## src/design/tmh_params.svh

```systemverilog
`ifndef TMH_PARAMS_SVH
`define TMH_PARAMS_SVH
`define TMH_OFF_PERIOD 8'h00
`define TMH_OFF_COUNT 8'h04
`define TMH_OFF_CONTROL 8'h08
`define TMH_OFF_CLKSEL 8'h0C
`define TMH_OFF_RSTSEL 8'h10
`define TMH_OFF_LIMIT 8'h14
`define TMH_RST_BYTE 8'h00
`define TMH_RST_WORD 32'h0000_0000
`define TMH_ON_BIT 7
`define TMH_PRESCALER_SYNC_ENABLE_BIT 7
`define TMH_CLOCK_EDGE_SELECT_BIT 6
`define TMH_ON_BIT_SYNC_ENABLE_BIT 5
`define TMH_SRC_PIN 5'h00
`define TMH_SRC_SIB_HI 5'h03
`define TMH_SRC_CCP_LO 5'h04
`define TMH_SRC_CCP_HI 5'h05
`define TMH_SRC_PWM_LO 5'h06
`define TMH_SRC_PWM_HI 5'h09
`define TMH_SRC_CMP_LO 5'h0A
`define TMH_SRC_CMP_HI 5'h0D
`define TMH_SRC_ZCD 5'h0E
`define TMH_SRC_LC_LO 5'h0F
`define TMH_SRC_LC_HI 5'h11
`define TMH_MODE_MONO_RISE 5'h11
`define TMH_MODE_MONO_FALL 5'h12
`define TMH_MODE_MONO_BOTH 5'h13
`define TMH_MODE_LVL_LOW 5'h16
`define TMH_MODE_LVL_HIGH 5'h17
`endif

```

## src/design/tmh_pkg.sv

```systemverilog
package tmh_pkg;
    typedef struct packed {
        logic        psel;
        logic        penable;
        logic        pwrite;
        logic [7:0]  paddr;
        logic [31:0] pwdata;
    } tmh_apb_req_s;
    typedef struct packed {
        logic        pready;
        logic [31:0] prdata;
        logic        pslverr;
    } tmh_apb_rsp_s;
    typedef struct packed {
        logic       inputPin;
        logic [2:0] sibling;
        logic [1:0] ccp;
        logic [3:0] pwm;
        logic [3:0] cmp;
        logic       zcd;
        logic [2:0] lc;
    } tmh_src_s;
    typedef struct packed {
        tmh_apb_rsp_s rsp;
        logic [7:0]   period;
        logic [7:0]   count;
        logic [7:0]   control;
        logic [3:0]   clkSel;
        logic [4:0]   rstSel;
        logic [7:0]   limit;
        logic [7:0]   periodBuf;
        logic [2:0]   clkSync;
        logic         clkLvl;
        logic         tickHold;
        logic [2:0]   extSync;
        logic         extLvl;
        logic         extCur;
        logic [1:0]   onSync;
        logic         started;
        logic         running;
        logic         extOut;
    } tmh_state_s;
endpackage

```

## src/design/tmh_timer.sv

```systemverilog
`timescale 1ns/1ps
`include "tmh_params.svh"
module tmh_timer
    import tmh_pkg::*;
#(
    parameter logic [4:0] SELF_SRC = 5'h01
) (
    input  wire logic         clk,
    input  wire logic         rst_n,
    input  wire tmh_apb_req_s apbReq,
    output tmh_apb_rsp_s      apbRsp,
    input  wire logic         timerClkIn,
    input  wire logic         sleepMode,
    input  wire tmh_src_s     srcIn,
    output logic [7:0]        timerCount,
    output logic [7:0]        periodBufOut,
    output logic              timerRunning,
    output logic [4:0]        modeCode,
    output logic              extResetLevel
);
    tmh_state_s st;
    tmh_state_s next_st;

    // Level filter: accept the change once stages two and three agree
    function automatic logic filt(input logic [2:0] s, input logic lvl);
        filt = (s[1] == s[2]) ? s[2] : lvl;
    endfunction

    logic       acc;
    logic       wrEn;
    logic       clkNew;
    logic       rawTick;
    logic       tick;
    logic       onBit;
    logic       effOn;
    logic       extSel;
    logic       extValid;
    logic       extNew;
    logic       extRise;
    logic       extFall;
    logic       match;
    logic [4:0] mode;
    logic [4:0] src;
    logic [31:0] rdData;
    logic        unmapped;

    // External reset source select
    always_comb begin
        src = st.rstSel;
        extSel = 1'b0;
        extValid = 1'b1;
        if (src == `TMH_SRC_PIN) begin
            extSel = srcIn.inputPin;
        end else if (src <= `TMH_SRC_SIB_HI) begin
            extSel = srcIn.sibling[src[1:0] - 2'd1];
            extValid = (src != SELF_SRC);
        end else if (src <= `TMH_SRC_CCP_HI) begin
            extSel = srcIn.ccp[src[0]];
        end else if (src <= `TMH_SRC_PWM_HI) begin
            extSel = srcIn.pwm[2'(src - `TMH_SRC_PWM_LO)];
        end else if (src <= `TMH_SRC_CMP_HI) begin
            extSel = srcIn.cmp[2'(src - `TMH_SRC_CMP_LO)];
        end else if (src == `TMH_SRC_ZCD) begin
            extSel = srcIn.zcd;
        end else if (src <= `TMH_SRC_LC_HI) begin
            extSel = srcIn.lc[2'(src - `TMH_SRC_LC_LO)];
        end else begin
            extValid = 1'b0;
        end
        if (!extValid) begin
            extSel = 1'b0;
        end
    end

    // Register read mux
    always_comb begin
        rdData = `TMH_RST_WORD;
        unmapped = 1'b0;
        case (apbReq.paddr)
            `TMH_OFF_PERIOD: begin
                rdData[7:0] = st.period;
            end
            `TMH_OFF_COUNT: begin
                rdData[7:0] = st.count;
            end
            `TMH_OFF_CONTROL: begin
                rdData[7:0] = st.control;
            end
            `TMH_OFF_CLKSEL: begin
                rdData[3:0] = st.clkSel;
            end
            `TMH_OFF_RSTSEL: begin
                rdData[4:0] = st.rstSel;
            end
            `TMH_OFF_LIMIT: begin
                rdData[7:0] = st.limit;
            end
            default: begin
                unmapped = 1'b1;
            end
        endcase
    end

    always_comb begin
        next_st = st;
        acc = apbReq.psel & apbReq.penable;
        wrEn = acc & st.rsp.pready & apbReq.pwrite;
        mode = st.limit[4:0];
        onBit = st.control[`TMH_ON_BIT];

        // Timer input clock: three stages then filter
        next_st.clkSync = {st.clkSync[1:0], timerClkIn};
        clkNew = filt(st.clkSync, st.clkLvl);
        next_st.clkLvl = clkNew;
        if (st.limit[`TMH_CLOCK_EDGE_SELECT_BIT]) begin
            rawTick = st.clkLvl & ~clkNew;
        end else begin
            rawTick = ~st.clkLvl & clkNew;
        end
        next_st.tickHold = rawTick;
        if (st.limit[`TMH_PRESCALER_SYNC_ENABLE_BIT]) begin
            tick = st.tickHold & ~sleepMode;
        end else begin
            tick = rawTick;
        end

        // On bit, optionally synchronised to timer clock ticks
        if (tick) begin
            next_st.onSync = {st.onSync[0], onBit};
        end
        if (st.limit[`TMH_ON_BIT_SYNC_ENABLE_BIT]) begin
            effOn = st.onSync[1];
        end else begin
            effOn = onBit;
        end

        // Selected reset input: three stages, filter, tick sample
        next_st.extSync = {st.extSync[1:0], extSel};
        extNew = filt(st.extSync, st.extLvl);
        next_st.extLvl = extNew;
        extRise = tick & extValid & st.extLvl & ~st.extCur;
        extFall = tick & extValid & ~st.extLvl & st.extCur;
        if (tick) begin
            next_st.extCur = st.extLvl;
        end
        next_st.extOut = st.extLvl;

        match = (st.count == st.periodBuf);

        // Counting
        if (!effOn) begin
            next_st.started = 1'b0;
        end else if (tick) begin
            case (mode)
                `TMH_MODE_MONO_RISE,
                `TMH_MODE_MONO_FALL,
                `TMH_MODE_MONO_BOTH: begin
                    if (!st.started) begin
                        if ((mode != `TMH_MODE_MONO_FALL && extRise) ||
                            (mode != `TMH_MODE_MONO_RISE && extFall)) begin
                            next_st.started = 1'b1;
                            next_st.periodBuf = st.period;
                        end
                    end else if (match) begin
                        next_st.count = `TMH_RST_BYTE;
                        next_st.started = 1'b0;
                        next_st.periodBuf = st.period;
                    end else begin
                        next_st.count = st.count + 8'h01;
                    end
                end
                `TMH_MODE_LVL_LOW,
                `TMH_MODE_LVL_HIGH: begin
                    if (extValid && (st.extLvl == mode[0])) begin
                        next_st.count = `TMH_RST_BYTE;
                        next_st.periodBuf = st.period;
                    end else if (match) begin
                        next_st.count = `TMH_RST_BYTE;
                        next_st.control[`TMH_ON_BIT] = 1'b0;
                        next_st.periodBuf = st.period;
                    end else begin
                        next_st.count = st.count + 8'h01;
                    end
                end
                default: begin
                    if (match) begin
                        next_st.count = `TMH_RST_BYTE;
                        next_st.periodBuf = st.period;
                    end else begin
                        next_st.count = st.count + 8'h01;
                    end
                end
            endcase
        end
        next_st.running = effOn;

        // APB slave: one wait state, answer registered
        next_st.rsp.pready = acc & ~st.rsp.pready;
        if (acc && !st.rsp.pready) begin
            next_st.rsp.prdata = apbReq.pwrite ? `TMH_RST_WORD : rdData;
            next_st.rsp.pslverr = unmapped;
        end
        if (wrEn) begin
            case (apbReq.paddr)
                `TMH_OFF_PERIOD: begin
                    next_st.period = apbReq.pwdata[7:0];
                end
                `TMH_OFF_COUNT: begin
                    next_st.count = apbReq.pwdata[7:0];
                    next_st.periodBuf = st.period;
                end
                `TMH_OFF_CONTROL: begin
                    next_st.control = apbReq.pwdata[7:0];
                    next_st.periodBuf = st.period;
                end
                `TMH_OFF_CLKSEL: begin
                    next_st.clkSel = apbReq.pwdata[3:0];
                end
                `TMH_OFF_RSTSEL: begin
                    next_st.rstSel = apbReq.pwdata[4:0];
                end
                `TMH_OFF_LIMIT: begin
                    next_st.limit = apbReq.pwdata[7:0];
                end
                default: begin
                    next_st.period = next_st.period;
                end
            endcase
        end
    end

    always_ff @(posedge clk) begin
        if (!rst_n) begin
            st <= '0;
        end else begin
            st <= next_st;
        end
    end

    assign apbRsp = st.rsp;
    assign timerCount = st.count;
    assign periodBufOut = st.periodBuf;
    assign timerRunning = st.running;
    assign modeCode = st.limit[4:0];
    assign extResetLevel = st.extOut;
endmodule // tmh_timer

```

## config.mk

```make
export PLATFORM = sky130hd
export DESIGN_NAME = tmh_timer
export DESIGN_NICKNAME = d
export VERILOG_FILES = /design/src/design/tmh_pkg.sv /design/src/design/tmh_timer.sv
export VERILOG_INCLUDE_DIRS = /design/src /design/src/design
export SDC_FILE = /design/constraint.sdc
export NUM_CORES = 1
export LEC_CHECK = 0
export BUFFER_PORTS_ARGS = -buffer_cell sky130_fd_sc_hd__buf_2
export CAP_MARGIN = 20
export CORE_MARGIN = 2
export CORE_UTILIZATION = 40
export CTS_CLUSTER_DIAMETER = 80
export CTS_CLUSTER_SIZE = 20
export DETAILED_ROUTE_END_ITERATION = 7
export GPL_TIMING_DRIVEN = 0
export SLEW_MARGIN = 15
export SYNTH_ARGS = -nofsm -noshare
export SYNTH_HDL_FRONTEND = slang
export SYNTH_SLANG_ARGS = --single-unit
```

## constraint.sdc

```tcl
create_clock -name clk -period 3.9 [get_ports clk]
set_clock_uncertainty 0.05 [all_clocks]
set_input_delay 0.39 -clock clk [delete_from_list [all_inputs] [get_ports clk]]
set_output_delay 0.39 -clock clk [all_outputs]
set_load 0.03 [all_outputs]
```

======== After elaboration in Yosys (flattened, before gate mapping) ========
Index checks and enable logic that the tools add are counted.
operators by class
  $add $sub $neg .......................... 5
  magnitude comparators ................... 10
  eq/ne operators ......................... 18
  multiplexer cells ....................... 59
  bitwise operators ....................... 18
  reduce and logical (&&, ||, !) cells .... 20
operators with widths
  kind                                                                               count
  8-bit two-way mux                                                                  14
  41-bit two-way mux                                                                 1
  8-bit case mux with 2 select lines                                                 2
  1-bit two-way mux                                                                  31
  5-bit equality test (second input constant)                                        5
  4-bit case mux with 6 select lines                                                 1
  9-bit two-way mux                                                                  2
  8-bit by 4-bit equality test with 1-bit output (second input constant)             2
  8-bit by 5-bit equality test with 1-bit output (second input constant)             2
  2-bit AND reduction                                                                8
  1-bit AND                                                                          12
  2-bit by 3-bit less-than comparator with 1-bit output (second input constant)      4
  3-bit case mux with 4 select lines                                                 1
  5-bit by 4-bit less-or-equal comparator with 1-bit output (second input constant)  2
  5-bit inequality test (second input constant)                                      2
  8-bit by 1-bit adder with 8-bit output (second input constant)                     1
  1-bit binary-select mux with 2-bit select                                          4
  8-bit by 3-bit equality test with 1-bit output (second input constant)             1
  8-bit equality test                                                                1
  8-bit zero test                                                                    1
  1-bit NOT                                                                          6
  6-bit OR reduction                                                                 1
  2-bit subtractor (second input constant)                                           3
  5-bit by 4-bit equality test with 1-bit output (second input constant)             1
  other kinds (16)                                                                   22
storage, ports and cells
  flip-flop bits (word level) ............. 98
  input bits .............................. 65
  output and inout port bits .............. 57
  word-level logic and storage cells ...... 152

======== Longest topological paths before layout ========
Gate-level depths: netlist (run 1).
  depth in word-level cells ............... 20
  depth in mapped cells ................... 9
  mapped depth without buffers ............ 8

======== Least setup slack after synthesis (run 1) ========
Ideal clock, no wire load.
  path kind ............................... flip-flop to flip-flop
  from .................................... register st, in the netlist src[1]
  to ...................................... register st, in the netlist periodBufOut[0]
  setup time .............................. 0.072 ns
  arrival ................................. 1.982 ns
  data required time ...................... 3.778 ns
  setup slack ............................. 1.796 ns
  stages on the path, launching flop included .. 9
  buffers on the path ..................... 0
  period minus slack after synthesis ...... 2.104 ns
  path through ............................ dfxtp_1 inv_1 ha_1 o21ba_4 o31a_1 o32ai_4 o21bai_4 a21oi_4 mux2i_1
between the ends
  word-level cells in the longest chain between the ends .. 20
  elaborated cells between the ends (all ways) .. 32
  those cells by class .................... order compare: 5; eq/ne: 2; mux: 15; bitwise: 5; reduce/logical: 5
RTL lines
  what                                      line              source
  start, declared                           tmh_timer.sv:21   tmh_state_s st;
  start signal, assigned                    tmh_timer.sv:236  st <= next_st;
  5-bit less-or-equal comparator (no line)  -
  1-bit two-way mux                         tmh_timer.sv:65   end else if (src <= `TMH_SRC_LC_HI) begin
  1-bit two-way mux                         tmh_timer.sv:63   end else if (src == `TMH_SRC_ZCD) begin
  1-bit two-way mux                         tmh_timer.sv:61   end else if (src <= `TMH_SRC_CMP_HI) begin
  1-bit two-way mux                         tmh_timer.sv:59   end else if (src <= `TMH_SRC_PWM_HI) begin
  1-bit two-way mux                         tmh_timer.sv:57   end else if (src <= `TMH_SRC_CCP_HI) begin
  1-bit two-way mux                         tmh_timer.sv:54   end else if (src <= `TMH_SRC_SIB_HI) begin
  1-bit two-way mux *                       tmh_timer.sv:52   if (src == `TMH_SRC_PIN) begin
  [... 4 more ...]                          -
  1-bit logical OR                          tmh_timer.sv:159  if ((mode != `TMH_MODE_MONO_FALL && extRise) ||
  8-bit two-way mux                         tmh_timer.sv:159
  8-bit two-way mux                         tmh_timer.sv:158  if (!st.started) begin
  8-bit case mux with 2 select lines *      tmh_timer.sv:154  case (mode)
  8-bit two-way mux *                       tmh_timer.sv:153  end else if (tick) begin
  8-bit two-way mux *                       tmh_timer.sv:151  if (!effOn) begin
  8-bit two-way mux                         tmh_timer.sv:204  case (apbReq.paddr)
  41-bit two-way mux *                      tmh_timer.sv:203  if (wrEn) begin
Mark *: on every way between the ends. The rest lies on a longest branch, timed or not.
A chain may end at the register's enable or synchronous reset.

======== Final worst setup path (run 1) ========
  from .................................... register st, in the netlist src[1]
  to ...................................... register st, in the netlist periodBufOut[1]
Same word-level chain as after synthesis.

==> impl_metrics.py, run 1 <==
metrics = {
    "place": {
        "pre_cts_slack_ns": 1.37,
        "gp_routability_congestion": 0.895,
        "post_dp_cell_area_mm2": 0.00498,
        "portBuffers": 70,
        "post_detailed_placement_half_perimeter_wirelength_mm": 8.95,
    },
    "synthesis": {
        "synth.distinct_cells": 58,
        "synth.ff_latch_count": 74,
        "synthesized_instance_count": 503,
        "mappedNetlistArea_mm2": 0.00437,
        "postSynthAreaPerCell_um2": 8.69,
        "yosys.area.top_type": "dfxtp_1",
        "synth.most_common_cell": "dfxtp_1",
        "postSynth.topFlopCell": "dfxtp_1",
        "synthTopCellsByArea": "dfxtp_1 34%, mux2i_1 12%, buf_4 9.5%",
        "netlist.area_leader.share": 0.339,
        "synth_warnings": 0,
        "edff_count_synth": 0,
        "synth-seq-area-share": 0.339,
        "synth-async-reset-ratio": 0,
        "most_frequent_cells_after_synthesis": "74 x dfxtp_1, 62 x nor2_1, 55 x buf_4, 54 x mux2i_1, 37 x nand2_1",
    },
    "sta": {
        "rsz0062_at_grt": "no",
        "worst_slack_ns": 1.39,
        "min_period_ns": 2.51,
        "max_freq_mhz": 398,
        "timing.final.max_slew_violations": 0,
        "setup_viol": 0,
        "finalHoldViolations": 0,
        "slew_worst_pin_ns": 0.829,
        "final_min_period_over_clock_period": 0.644,
        "final.setup.tns_ns": 0,
        "slew_headroom": 0.443,
    },
    "critical_path": {
        "critical_path.max_fanout": 9,
        "crit_path_max_cell_delay_ns": 0.53,
        "cpMaxStageDelayCell": "dfxtp_1",
        "crit_type": "reg -> reg",
        "timing.critical_path.from_type": "flop",
        "worst_ep_required_time_ns": 4.14,
        "end_kind": "flop",
        "worstPathArrival_ns": 2.75,
        "timing.critical_path.cells": "inv_1 -> ha_1 -> o21ba_4 -> o31a_1 -> o32ai_4 -> o21bai_4 -> a21oi_4 -> mux2i_1",
    },
    "cells_and_area": {
        "post-route-util": 0.482,
        "finalNetCount": 677,
        "post_route_cells_drive_above_1_share": 0.275,
        "layout_overhead_on_the_synthesized_area_pct": 18.5,
        "final_design_area_no_fill_mm2": 0.00518,
        "antenna-diode-count": 0,
    },
    "clock_network": {
        "tritoncts_num_sinks": 74,
        "htree_levels": 3,
        "cts_resized": 0,
        "ctsLongestPathBuffers": 2,
        "cts_buffers": 9,
        "postCtsHoldBufs": 0,
        "clkTransAtPathRegs_ns": 0.08,
        "cts_setup_buffers": 0,
        "clock-root-buffer": "clkbuf_8",
        "clock_insertion_delay_worst_skew_ns": 0.36,
        "cts_tree": "built",
    },
    "routing": {
        "ant_nets": 0,
        "remaining_drc_errors": 0,
        "drt_pass1_iterations": 5,
        "route.detailed.wl_per_inst_um": 15.9,
        "wl_mm": 11.9,
        "drt_iter0_drc": 229,
        "vias": 3857,
        "vias_per_cell": 5.13,
    },
    "flow_run": {
        "max-cap-violations": 0,
    },
    "grt": {
        "antenna_violations_before_repair": 0,
        "grt_usage": 0.207,
        "grt_pass1_wl_mm": 18.5,
        "sum_of_overflow_across_all_layers_after_global_routing": 0,
        "largest_net_degree_at_the_start_of_global_routing": 14,
        "grt_pass1_vias": 3516,
    },
    "power": {
        "ir_drop_v": 0.000201,
        "power_consumption_mw": 1.51,
        "total_leakage_power_nw": 2.27,
        "cellPowerDensity_mw_per_mm2": 291,
    },
    "floorplanning": {
        "floorplan.io_pins": 122,
        "die_area_mm2": 0.0118,
        "floorplan.die.width_um": 109,
        "core_area_mm2": 0.0107,
        "chipHeight_um": 109,
        "effective_utilization_at_floorplan": 0.407,
        "row_count": 38,
    },
    "worst_hold_path": {
        "timing.hold.worst.class": "in -> reg",
    },
    "outcome": {
        "run_status": "complete, no violations",
    },
}
metrics by stage:
stage	std cells	hold WS, ns
floorplan	526	0.362
global placement	736	0.369
detailed placement	736	0.368
CTS	752	0.180
global route	752	0.195
finish	752	0.179
flip-flops by register name, indices dropped and copies added, names as in the netlist:
register	flops
timerCount	8
st	30
apbRsp	10
timerRunning	1
periodBufOut	8
extResetLevel	1
onBit	1
next_st	5
src	5
modeCode	5
path summary, 6_finish.rpt:
path                                                   end                   start  slack, ns  cells after the start
worst min register to register      next_st[14]$_SDFF_PN0_  next_st[13]$_SDFF_PN0_       0.39                      1
worst max-delay path            periodBufOut[1]$_SDFF_PN0_     src[1]$_SDFFE_PN0P_       1.39                      8
worst max register to register  periodBufOut[1]$_SDFF_PN0_     src[1]$_SDFFE_PN0P_       1.39                      8
worst min-delay path                next_st[13]$_SDFF_PN0_              timerClkIn       0.18                      2
metal layers:
layer | global-route usage | routed length [um]
met2 | 0.325 | 5490
met1 | 0.286 | 5510
met4 | 0.0623 | 206
met5 | 0 | 0
met3 | 0.0440 | 713
where the power goes:
part           leakage [nW]  switching (mW)  internal, mW
clock                0.0808           0.314         0.295
combinational          1.59          0.0915        0.0474
sequential            0.597         0.00183         0.758
total                  2.27           0.407          1.10
worst max-delay path, delay by kind of cell (launching register included):
| kind | cells | cell delay (ns) |
|---|---|---|
| AOI/OAI and AO/OA | 5 | 1.27 |
| adders and majority gates | 1 | 0.24 |
| buffers and inverters | 1 | 0.11 |
| DFF | 1 | 0.53 |
| muxes | 1 | 0.23 |
layout by cell type (no fill, tap or decap), types with 15 or more instances in the layout:
master	n
dfxtp_1	74
o21ai_0	30
and2_1	15
clkbuf_1	20
mux2i_1	54
buf_2	75
nand2_1	37
buf_4	55
nor2_1	62
conb_1	24
cell families (layout without fill, tap and decap cells):
| kind of cell | count (synthesis) | in the layout | share of synthesized area |
|---|---|---|---|
| compound gates | 80 | 80 | 0.129 |
| xor+xnor | 10 | 10 | 0.0200 |
| fa+ha+maj | 6 | 6 | 0.0166 |
| buf+inv | 89 | 175 | 0.129 |
| flops | 74 | 74 | 0.339 |
| mux | 62 | 62 | 0.151 |
| other cells | 1 | 24 | 0.000858 |
| simple gates | 181 | 181 | 0.215 |
cell type report:
cell class / instances / area (um2)
Clock buffer: 10 / 128
Multi-Input combinational cell: 363 / 2410
Inverter: 8 / 30.0
Fill cell: 1077 / 5570
Clock inverter: 6 / 67.6
Buffer: 81 / 532
Timing Repair Buffer: 70 / 350
Tap cell: 140 / 175
Sequential cell: 74 / 1480
Power figures use the tool's default switching activity.
==> run 2, diff against run 1 <==
- clock period: 3.9 -> 2.4 ns (I/O delays scaled with it)
==> run 2 against run 1 <==
Combinational power grew 63%. Highest routed layer unchanged. Critical path type unchanged. Global-route usage rose by 0.063 points. Die area stayed put. Sequential power grew 63%. Clock power is 62% higher. Utilization grew 0.51 points. Largest cell class unchanged. Power up 62%. Worst hold slack lost 0.14 ns. Largest power group unchanged. Critical endpoint is now periodBufOut[6]$_SDFF_PN0_. Critical path depth is the same.
==> impl_metrics.py, run 2 (synthesis gave the netlist of run 1 again) <==
metrics = {
    "cells_and_area": {
        "final_cell_mix": "75 x buf_2, 73 x dfxtp_1, 62 x nor2_1",
        "largest_register_ffs": 30,
        "post_route_cells_drive_above_1_share": 0.279,
        "layout_overhead_on_the_synthesized_area_pct": 19.7,
        "layout.cells.most_common": "buf_2",
        "antenna-diode-count": 0,
        "nFillCells": 1079,
        "largest_register": "st",
        "combined_area_of_the_multi_input_logic_cells_mm2": 0.00243,
        "final_design_area_no_fill_mm2": 0.00523,
        "finalNetCount": 679,
        "sequential_cell_area_mm2": 0.00148,
    },
    "power": {
        "ir_drop_v": 0.000324,
        "power_consumption_mw": 2.45,
        "total_leakage_power_nw": 2.29,
        "cellPowerDensity_mw_per_mm2": 468,
    },
    "routing": {
        "wl_mm": 12.0,
        "drt_pass1_iterations": 7,
        "route.detailed.wl_per_inst_um": 15.9,
        "ant_nets": 0,
        "vias_per_cell": 5.14,
        "drt_iter0_drc": 220,
        "vias": 3877,
        "remaining_drc_errors": 0,
    },
    "place": {
        "post_detailed_placement_half_perimeter_wirelength_mm": 8.95,
        "gp_routability_congestion": 0.895,
        "portBuffers": 70,
        "pre_cts_slack_ns": -0.102,
        "post_dp_cell_area_mm2": 0.00498,
    },
    "worst_hold_path": {
        "timing.hold.worst.class": "in -> reg",
        "hold_start": "timerClkIn",
    },
    "critical_path": {
        "critical_path.max_fanout": 9,
        "beginning_of_the_worst_register_to_register_path": "src[1]$_SDFFE_PN0P_",
        "worst_ep_required_time_ns": 2.60,
        "crit_path_start": "src[1]$_SDFFE_PN0P_",
        "crit_type": "reg -> reg",
        "end_kind": "flop",
        "crit_path_max_cell_delay_ns": 0.38,
        "timing.critical_path.from_type": "flop",
        "cpMaxStageDelayCell": "dfxtp_2",
        "timing.critical_path.cells": "inv_1 -> ha_1 -> o21ba_4 -> o31a_1 -> or3_1 -> a311o_1 -> nand3_1 -> mux2i_1",
        "worstPathArrival_ns": 2.45,
    },
    "grt": {
        "largest_net_degree_at_the_start_of_global_routing": 14,
        "grt_pass1_vias": 3537,
        "antenna_violations_before_repair": 0,
        "grt_usage": 0.208,
        "grt_pass1_wl_mm": 18.6,
        "sum_of_overflow_across_all_layers_after_global_routing": 0,
    },
    "clock_network": {
        "postCtsHoldBufs": 0,
        "cts_buffers": 9,
        "clkTransAtPathRegs_ns": 0.08,
        "ctsLongestPathBuffers": 2,
        "clock-root-buffer": "clkbuf_8",
        "tritoncts_num_sinks": 74,
        "clock_insertion_delay_worst_skew_ns": 0.35,
        "htree_levels": 3,
        "cts_tree": "built",
    },
    "sta": {
        "final.setup.tns_ns": 0,
        "worst_slack_ns": 0.146,
        "setup_viol": 0,
        "rsz0062_at_grt": "no",
        "slew_worst_pin_ns": 0.845,
        "timing.final.max_slew_violations": 0,
        "min_period_ns": 2.25,
        "final_min_period_over_clock_period": 0.939,
        "finalHoldViolations": 0,
        "max_freq_mhz": 444,
        "slew_headroom": 0.432,
    },
    "floorplanning": {
        "effective_utilization_at_floorplan": 0.407,
        "floorplan.io_pins": 122,
        "floorplan.die.width_um": 109,
        "row_count": 38,
        "core_area_mm2": 0.0107,
        "chipHeight_um": 109,
        "die_area_mm2": 0.0118,
    },
    "outcome": {
        "run_status": "complete, no violations",
    },
    "flow_run": {
        "max-cap-violations": 0,
    },
}
[run 2: changes by cell type in the layout (fill, tap and decap cells not counted), sizes merged]
cell	change
buf	+2
[run 2: what timing repair did]
item / CTS / global route
pin swaps: 2 / 0
setup buffers: 2 / 0
gates resized for setup: 0 / 3
endpoints found under the setup margin: 8 / 15
[run 2: worst paths after layout]
| check | to | slack (ns) | cells after the start |
|---|---|---|---|
| setup / recovery | periodBufOut[6]$_SDFF_PN0_ | 0.15 | 8 |
| hold / removal | next_st[13]$_SDFF_PN0_ | 0.04 | 2 |
| setup reg to reg | periodBufOut[6]$_SDFF_PN0_ | 0.15 | 8 |
| hold reg to reg | next_st[14]$_SDFF_PN0_ | 0.39 | 1 |
[run 2: area by class of cell]
| class | count | share of cell area |
|---|---|---|
| tap | 140 | 0.0335 |
| multi-input combinational | 363 | 0.464 |
| clock inverter | 6 | 0.0129 |
| timing repair buffer | 72 | 0.0746 |
| inverter | 8 | 0.00574 |
| buffer | 81 | 0.102 |
| sequential | 74 | 0.283 |
| clock buffer | 10 | 0.0244 |
[run 2: worst max-delay path, delay by kind of cell (launching register included)]
family	cells	cell delay, ns
buffers and inverters	1	0.09
muxes	1	0.08
DFF	1	0.38
adders and majority gates	1	0.20
and+or+nand+nor	2	0.50
AOI/OAI and AO/OA	3	0.85
[run 2: power breakdown]
part | total (mW) | switching [mW] | internal (mW) | leakage (nW)
logic | 0.226 | 0.149 | 0.0770 | 1.61
registers | 1.24 | 0.00303 | 1.23 | 0.598
clock network | 0.986 | 0.506 | 0.480 | 0.0808
total | 2.45 | 0.658 | 1.79 | 2.29
[run 2: layer usage]
layer | routed length [um] | vias up | track usage
li1 | - | 1890 | -
met1 | 5440 | 1821 | 0.287
met2 | 5520 | 154 | 0.328
met3 | 802 | 12 | 0.0440
met4 | 190 | 0 | 0.0568
met5 | 0 | - | 0
[run 2: per-stage QoR]
| step | utilization | std cells | hold WS [ns] |
|---|---|---|---|
| floorplan | - | 526 | 0.317 |
| global placement | 0.464 | 736 | 0.369 |
| detailed placement | 0.464 | 736 | 0.368 |
| CTS | 0.485 | 754 | 0.0297 |
| global route | 0.487 | 754 | 0.0449 |
| finish | 0.487 | 754 | 0.0374 |
